<file path="config.mk">
export PLATFORM = sky130hd
export DESIGN_NAME = channel_enable_polarity_ctrl
export DESIGN_NICKNAME = d
export VERILOG_FILES = /design/src/chan_ctrl_pkg.sv /design/src/channel_enable_polarity_ctrl.sv
export SDC_FILE = /design/constraint.sdc
export NUM_CORES = 1
export LEC_CHECK = 0
export ABC_AREA = 1
export BUFFER_PORTS_ARGS = -buffer_cell sky130_fd_sc_hd__buf_2
export CAP_MARGIN = 20
export CELL_PAD_IN_SITES_DETAIL_PLACEMENT = 0
export CELL_PAD_IN_SITES_GLOBAL_PLACEMENT = 1
export CORE_ASPECT_RATIO = 1.25
export CORE_MARGIN = 4
export CORE_UTILIZATION = 21
export DETAILED_ROUTE_END_ITERATION = 10
export GPL_TIMING_DRIVEN = 0
export PLACE_DENSITY_LB_ADDON = 0.1
export SYNTH_ARGS = -nofsm -noshare
export SYNTH_HDL_FRONTEND = slang
export SYNTH_SLANG_ARGS = --single-unit
</file>
<file path="constraint.sdc">
create_clock -name ref_clk_i -period 1 [get_ports ref_clk_i]
set_input_delay 0.3 -clock ref_clk_i [delete_from_list [all_inputs] [get_ports ref_clk_i]]
set_output_delay 0.3 -clock ref_clk_i [all_outputs]
set_load 0.005 [all_outputs]
</file>
<file path="src/chan_ctrl_pkg.sv">
// package: register map, field positions and types for the channel enable/polarity block
package chan_ctrl_pkg;
  localparam int ADDR_W = 8;
  localparam logic [ADDR_W-1:0] CHAN_ENABLE_POLARITY_OFS = 8'h20;
  localparam int BIT_CHAN_ENABLE = 0;
  localparam int BIT_CHAN_POLARITY = 1;
  localparam int BIT_COMPL_ENABLE = 2;
  localparam int BIT_COMPL_POLARITY = 3;
  localparam logic [3:0] ENABLE_REG_RESET = 4'h0;
  localparam logic [31:0] READ_IDLE = 32'h0000_0000;
  localparam logic [1:0] DIR_OUTPUT = 2'h0;
  localparam logic [1:0] DIR_INPUT_TI1 = 2'h1;
  localparam logic [1:0] LOCK_LEVEL_2 = 2'h2;
  localparam logic [1:0] LOCK_LEVEL_3 = 2'h3;
  localparam logic [1:0] EDGE_RISING = 2'h0;
  localparam logic [1:0] EDGE_FALLING = 2'h1;
  localparam logic [1:0] EDGE_BOTH = 2'h3;

  typedef struct packed {
    logic [ADDR_W-1:0] addr;
    logic [31:0] wdata;
    logic wr;
    logic rd;
  } reg_req_t;

  typedef struct packed {
    logic main_output_enable;
    logic offstate_idle_select;
    logic offstate_run_select;
    logic idle_state_main;
    logic idle_state_compl;
    logic [1:0] lock_level;
  } brk_ctrl_t;

  typedef struct packed {
    logic level;
    logic oe;
  } pin_drive_t;

  typedef struct packed {
    logic capture_enable;
    logic rise;
    logic fall;
    logic invert;
    logic reserved_cfg;
  } capture_ctrl_t;
endpackage : chan_ctrl_pkg

</file>
<file path="src/channel_enable_polarity_ctrl.sv">
// enable and polarity control for one capture/compare channel with complementary output
`timescale 1ns/1ps
// Operation
// The complementary output is active high when its polarity bit is 0 and active low when it is 1.
// Writes to the complementary polarity bit are ignored while lock level is 2 or 3 and the channel is an output.
// Complementary enable 0 keeps the complementary output inactive, 1 sends it to its pin, subject to the break bits.
// In output mode the main output is active high when the channel polarity bit is 0 and active low when it is 1.
// In input mode the two polarity bits pick rising (00), falling (01) or both (11) edges, 10 being reserved.
// The channel polarity bit cannot be changed when lock level is 2 or 3 and the channel is an output.
// In output mode channel enable 0 disables the main output and 1 sends it to its pin, subject to the break bits.
// In input mode the channel enable gates capture of the counter into the compare value register.
// The enable register resets to zero and its bits 31 to 4 are reserved and read as zero.
// Direction select 00 makes the channel an output, 01 an input on the first timer input, others are reserved.
// The input capture prescaler is reset whenever the channel enable is zero.
// With main output enable set and the main output enabled, it equals the reference xor channel polarity.
// With only the complementary output enabled, it equals the reference xor complementary polarity.
// Locked polarity bits keep their value while the other bits of the same write are stored normally.
module channel_enable_polarity_ctrl (
  input wire logic ref_clk_i,
  input wire logic nrst_i,
  input wire chan_ctrl_pkg::reg_req_t req_i,
  output chan_ctrl_pkg::reg_req_t req_echo_unused_o,
  output logic [31:0] rdata_o,
  input wire chan_ctrl_pkg::brk_ctrl_t brk_i,
  input wire logic [1:0] chan_direction_select_i,
  input wire logic compare_reference_i,
  input wire logic filtered_input_edge_i,
  output chan_ctrl_pkg::pin_drive_t main_compare_output_o,
  output chan_ctrl_pkg::pin_drive_t compl_compare_output_o,
  output chan_ctrl_pkg::capture_ctrl_t capture_o,
  output logic input_capture_prescale_clr_o,
  output logic capture_strobe_o
);
  import chan_ctrl_pkg::*;

  // one decoder for the polarity pair, so rise, fall and invert can never disagree
  function automatic logic code_is(input logic [1:0] code, input logic [1:0] want);
    return code == want;
  endfunction : code_is

  logic [3:0] enable_reg;
  logic [3:0] enable_next;
  logic [31:0] rdata_reg;
  logic [2:0] in_sync_reg;
  logic in_level_reg;
  logic in_agree;
  logic capture_strobe_reg;
  pin_drive_t main_reg;
  pin_drive_t compl_reg;
  pin_drive_t main_next;
  pin_drive_t compl_next;
  capture_ctrl_t capture_reg;
  logic is_output;
  logic is_input;
  logic locked;
  logic wr_hit;
  logic ce;
  logic cp;
  logic cne;
  logic cnp;

  // spare port, held at zero so it is never left undriven
  assign req_echo_unused_o = '0;

  assign ce = enable_reg[BIT_CHAN_ENABLE];
  assign cp = enable_reg[BIT_CHAN_POLARITY];
  assign cne = enable_reg[BIT_COMPL_ENABLE];
  assign cnp = enable_reg[BIT_COMPL_POLARITY];
  assign is_output = (chan_direction_select_i == DIR_OUTPUT);
  assign is_input = (chan_direction_select_i == DIR_INPUT_TI1);
  assign locked = is_output && (brk_i.lock_level == LOCK_LEVEL_2 || brk_i.lock_level == LOCK_LEVEL_3);
  assign wr_hit = req_i.wr && (req_i.addr == CHAN_ENABLE_POLARITY_OFS);

  // write path: polarity bits hold their value under lock, enables always write
  always_comb begin
    enable_next = enable_reg;
    if (wr_hit) begin
      enable_next[BIT_CHAN_ENABLE] = req_i.wdata[BIT_CHAN_ENABLE];
      enable_next[BIT_COMPL_ENABLE] = req_i.wdata[BIT_COMPL_ENABLE];
      if (!locked) begin
        enable_next[BIT_CHAN_POLARITY] = req_i.wdata[BIT_CHAN_POLARITY];
        enable_next[BIT_COMPL_POLARITY] = req_i.wdata[BIT_COMPL_POLARITY];
      end
    end
  end

  always_ff @(posedge ref_clk_i or negedge nrst_i) begin
    if (!nrst_i) begin
      enable_reg <= ENABLE_REG_RESET;
    end else begin
      enable_reg <= enable_next;
    end
  end

  // read data stands only in the cycle after the strobe; unmapped reads give zero
  always_ff @(posedge ref_clk_i or negedge nrst_i) begin
    if (!nrst_i) begin
      rdata_reg <= READ_IDLE;
    end else if (req_i.rd && req_i.addr == CHAN_ENABLE_POLARITY_OFS) begin
      rdata_reg <= 32'(enable_reg);
    end else begin
      rdata_reg <= READ_IDLE;
    end
  end
  assign rdata_o = rdata_reg;

  // output stage: main output enable high lets the enables drive, otherwise idle handling
  always_comb begin
    main_next = '0;
    compl_next = '0;
    if (is_output) begin
      if (brk_i.main_output_enable) begin
        if (ce && cne) begin
          // no dead-time here: complementary simply mirrors the inverted reference
          main_next = '{level: compare_reference_i ^ cp, oe: 1'b1};
          compl_next = '{level: ~compare_reference_i ^ cnp, oe: 1'b1};
        end else if (ce) begin
          main_next = '{level: compare_reference_i ^ cp, oe: 1'b1};
          compl_next = '{level: cnp, oe: brk_i.offstate_run_select};
        end else if (cne) begin
          compl_next = '{level: compare_reference_i ^ cnp, oe: 1'b1};
          main_next = '{level: cp, oe: brk_i.offstate_run_select};
        end
      end else if (brk_i.offstate_idle_select && (ce || cne)) begin
        main_next = '{level: brk_i.idle_state_main, oe: 1'b1};
        compl_next = '{level: brk_i.idle_state_compl, oe: 1'b1};
      end
    end
  end

  always_ff @(posedge ref_clk_i or negedge nrst_i) begin
    if (!nrst_i) begin
      main_reg <= '0;
      compl_reg <= '0;
    end else begin
      main_reg <= main_next;
      compl_reg <= compl_next;
    end
  end
  assign main_compare_output_o = main_reg;
  assign compl_compare_output_o = compl_reg;

  // capture edge selection from the polarity pair in input mode
  always_ff @(posedge ref_clk_i or negedge nrst_i) begin
    if (!nrst_i) begin
      capture_reg <= '0;
    end else begin
      capture_reg.capture_enable <= is_input && ce;
      capture_reg.rise <= is_input && (code_is({cnp, cp}, EDGE_RISING) || code_is({cnp, cp}, EDGE_BOTH));
      capture_reg.fall <= is_input && (code_is({cnp, cp}, EDGE_FALLING) || code_is({cnp, cp}, EDGE_BOTH));
      capture_reg.invert <= is_input && code_is({cnp, cp}, EDGE_FALLING);
      capture_reg.reserved_cfg <= is_input && cnp && !cp;
    end
  end
  assign capture_o = capture_reg;
  assign input_capture_prescale_clr_o = ~ce;

  // the input pin is asynchronous, so a change counts only once stages two and three agree
  always_ff @(posedge ref_clk_i or negedge nrst_i) begin
    if (!nrst_i) begin
      in_sync_reg <= '0;
    end else begin
      in_sync_reg <= {in_sync_reg[1:0], filtered_input_edge_i};
    end
  end

  // accepted pin level moves only while stages two and three agree; reset matches the idle-low pin
  assign in_agree = (in_sync_reg[1] == in_sync_reg[2]);

  always_ff @(posedge ref_clk_i or negedge nrst_i) begin
    if (!nrst_i) begin
      in_level_reg <= 1'b0;
    end else if (in_agree) begin
      in_level_reg <= in_sync_reg[2];
    end
  end

  always_ff @(posedge ref_clk_i or negedge nrst_i) begin
    if (!nrst_i) begin
      capture_strobe_reg <= 1'b0;
    end else begin
      capture_strobe_reg <= capture_reg.capture_enable && in_agree &&
        ((capture_reg.rise && in_sync_reg[2] && !in_level_reg) ||
         (capture_reg.fall && !in_sync_reg[2] && in_level_reg));
    end
  end
  assign capture_strobe_o = capture_strobe_reg;
endmodule : channel_enable_polarity_ctrl

</file>
; ---- After elaboration in Yosys (flattened, before gate mapping)
; Index checks and enable logic that the tools add are counted.
[classes]
mux = 13
reduce_logical = 28
n_eq_ne = 7
bitwise_logic = 6
[op_table]
columns = operator, count
row1 = $mux W2, 12
row2 = $logic_and A1 B1 Y1, 17
row3 = $eq A8 B6 Y1 const B, 1
row4 = $eq A2 B2 Y1 const B, 3
row5 = $logic_or A1 B1 Y1, 5
row6 = $eq A2 B1 Y1 const B, 2
row7 = $logic_not A2 Y1, 2
row8 = $mux W4, 1
row9 = $logic_not A1 Y1, 3
row10 = $not A1 Y1, 3
row11 = $xor A1 B1 Y1, 3
row12 = $reduce_and A2 Y1, 1
row13 = $eq A1 B1 Y1, 1
[word_totals]
ff_bits = 50
word_cells = 69
out_inout_bits = 85

; ---- Logic depth before layout (Yosys ltp)
[logic_depth]
ltp_word = 6
mapped_depth = 8
depth_no_buf = 8

; ---- Worst setup path before layout
; No wires, ideal clock.
[synth_path]
path_kind = reg-to-reg
startpoint = reg enable_reg[0]
endpoint = reg compl_reg, in the netlist compl_compare_output_o[1]
path_buffers = 0
period_less_slack_ps = 965
arrival_time_ps = 852
slack_ps = 35
stages_incl_launch_ff = 9
cell_sequence = dfrtp_1 inv_2 nand2_2 nand2_2 nand2_2 nand2_2 nor2_2 nand2_1 inv_1
[synth_rtl]
columns = item, line_no
row1 = from (decl), channel_enable_polarity_ctrl.sv:41  ; logic [3:0] enable_reg;
row2 = from (signal assigned), channel_enable_polarity_ctrl.sv:91  ; enable_reg <= enable_next;
row3 = to (signal assigned), channel_enable_polarity_ctrl.sv:137  ; compl_reg <= compl_next;
row4 = to (decl), channel_enable_polarity_ctrl.sv:49  ; pin_drive_t compl_reg;

; ---- Final worst setup path
[layout_path]
startpoint = reg enable_reg[0]
endpoint = out input_capture_prescale_clr_o
[layout_between]
elab_chain_cells = 1
[layout_lines]
columns = item, line_no
row1 = $not A1 Y1, channel_enable_polarity_ctrl.sv:156  ; assign input_capture_prescale_clr_o = ~ce;
row2 = to (decl), channel_enable_polarity_ctrl.sv:31  ; output logic input_capture_prescale_clr_o,
; No other way between the ends.

==> flow_summary.toml <==
[status]
status = "finished, violations left"
violations = "setup timing"

[critical_path]
cp.arrival_ns = 0.83
rrSetupSlack_ns = -0.07
crit_start = "enable_reg[0]$_DFFE_PN0P_"
crit_type = "register to primary output"
crit_slowest_cell = "dfrtp_2"
timing.rr.start = "enable_reg[0]$_DFFE_PN0P_"
cp-end-kind = "primary output"
cp-start-kind = "register"
slowest_delay_ns = 0.41
crit_chain = "inv_2, buf_6"
required_ns = 0.70
crit_path_max_fanout = 2

[yosys]
synth-seq-cells = 22
synth_top_area_frac = 0.372
syn-mean-instance-area_sq_um = 8.47
yosysTopAreaCell = "dfrtp_1"
syn_inst = 175
yosysWarnings = 0
synthFlopType = "dfrtp_1"
synthArstFlopShare = 1.00
syn-cell-area_sq_um = 1480
ys_types = 20
synth-edff-count = 0
yosysSeqAreaShare = 0.372
synth_area_leaders = "dfrtp_1 37%, buf_4 35%, nand2_1 5.6%, nor2_1 4.8%, inv_1 2.5%"
yosys.cell_count.top_type = "buf_4"
synthTopCellsByCount = "70 x buf_4, 22 x dfrtp_1, 22 x nand2_1, 19 x nor2_1, 10 x inv_1"

[routing]
wirelength_um = 3150
first_iter_violations = 40
drtPass1Iterations = 4
drtAntennaViolNets = 0
vias = 1151
viasPerCell = 3.03
drc = 0
wl_per_cell_um = 8.29

[pwr]
power_density_nw_per_um2 = 904
seq_power_share = 0.481
vdd_drop_max_mv = 0.407
p_sw_frac = 0.254
power.clock.fraction = 0.277
p_comb_frac = 0.243
power.leakage_nw = 1.34
p_switching_mw = 0.493
internal-power_mw = 1.45

[cells_and_area]
multi_input_area_sq_um = 607
syn2layout_area_growth_pct = 45.0
largest_reg_flops = 5
drive_above_1_share = 0.444
final_nets = 352
diodes = 0
fillers = 752
finish.utilization = 0.319
regArea_sq_um = 552

[sta]
rsz0062_at_grt = "yes"
setup_viol = 19
slew_violations = 0
worst_slack_ns = -0.130
hold_slack_ns = 0.00117
hold_viol = 0
skew_ns = 0.00149
min_period_ns = 1.13
maxSlewHeadroom = 0.665
worst_pin_slew_ns = 0.502
period_share = 1.13
timing.fmax_mhz = 885

[clock_network]
cts_made_buffers = 3
clock-root-buffer = "clkbuf_8"
ctsHoldBuffers = 0
cts_sinks = 22
htreeDepth = 1
cts_tree = "built"
clockBufferDepth = 2
clkTransAtPathRegs_ns = 0.08
clkLatencyLatePin_ns = 0.25

[floorplan]
io_pins = 140
dieArea_sq_um = 8470
die_h_um = 102
design.core.area_sq_um = 6730
die_w_um = 83.1
rows = 33
initial_core_util = 0.220

[placed_design]
numPortBuffers = 40
place.gp.congestion = 0.690
place_hpwl_um = 2770

[global_route]
gr-total-overflow = 0
grt_pass1_wl_um = 4990
first_global_vias = 1112
antenna_found_initial = 0
grt_start_max_net_pins = 23
grtUsageTotal = 0.0734

[run]
drv_cap = 0

[worst_hold_path]
hold_path.class = "primary input to async pin"
==> cell usage in the layout, fill, tap and decap left out, types with 2 or more instances in the layout <==
cell type / synthesis / final
nor2_4: 2 / 2
inv_1: 10 / 10
dfrtp_1: 22 / 21
clkbuf_8: 0 / 3
inv_2: 2 / 2
ha_1: 2 / 2
nand2_1: 22 / 22
nor2_1: 19 / 19
nand3_1: 6 / 6
nand4_1: 2 / 2
a21oi_1: 6 / 6
conb_1: 1 / 70
buf_2: 0 / 39
nand2_2: 4 / 3
buf_4: 70 / 76
==> through the flow <==
step / instances / total power, mW / cell area, sq um / TNS, ns / setup slack [ns]
floorplan: 244 / 1.29 / 1740 / 0 / 0.0349
global placement: 371 / 1.39 / 2050 / -1.01 / -0.126
detailed placement: 371 / 1.40 / 2050 / -0.943 / -0.118
CTS: 380 / 1.96 / 2140 / -1.15 / -0.144
global route: 380 / 2.08 / 2150 / -1.96 / -0.187
finish: 380 / 1.94 / 2150 / -0.883 / -0.130
==> what timing repair did <==
item	4_1_cts	5_1_grt
pin swaps	1	0
setup buffers	6	0
endpoints found under the setup margin	21	19
gates resized for setup	2	1
gates cloned	0	0
==> area by class of cell <==
| cell class | count | area share |
|---|---|---|
| well taps | 87 | 0.0507 |
| repair buffers | 46 | 0.117 |
| flip-flops and latches | 22 | 0.257 |
| multi-input cells | 139 | 0.282 |
| inverters | 13 | 0.0291 |
| clock buffers | 3 | 0.0192 |
| plain buffers | 70 | 0.245 |
==> power groups by stage <==
stage	sequential, mW	combinational, mW	clock [mW]
final	0.934	0.472	0.538
after floorplan	0.951	0.337	0
after detailed placement	0.956	0.441	0
after CTS	0.934	0.463	0.562
after global placement	0.956	0.439	0
after global routing	0.938	0.537	0.608
==> worst paths after layout <==
| path | end | depth (start not counted) |
|---|---|---|
| setup / recovery | input_capture_prescale_clr_o | 2 |
| hold reg to reg | in_sync_reg[1]$_DFF_PN0_ | 0 |
| setup reg to reg | compl_compare_output_o[1]$_DFF_PN0_ | 9 |
| hold / removal | capture_o[1]$_DFF_PN0_ | 1 |
| min in group ref_clk_i | in_sync_reg[0]$_DFF_PN0_ | 1 |
| max in group asynchronous | enable_reg[0]$_DFFE_PN0P_ | 1 |
==> worst max-delay path: cells and delay by family (launching register included) <==
| kind | cells | cell delay, ns |
|---|---|---|
| buf+inv | 2 | 0.16 |
| flops | 1 | 0.41 |
==> kinds of logic after synthesis <==
family	Yosys count	share of synthesized area
simple gates	57	0.172
fa+ha+maj	2	0.0169
buf+inv	83	0.397
flops	22	0.372
compound gates	9	0.0338
xor+xnor	1	0.00591
other cells	1	0.00253
==> layer usage <==
layer  track usage  vias up  part of all wire
met1        0.0833      456              0.38
met3        0.0363        2              0.11
li1              -      633                 -
met5             0        -                 0
met4        0.0226        0            0.0067
met2         0.122       60              0.50
Power figures use the tool's default switching activity.
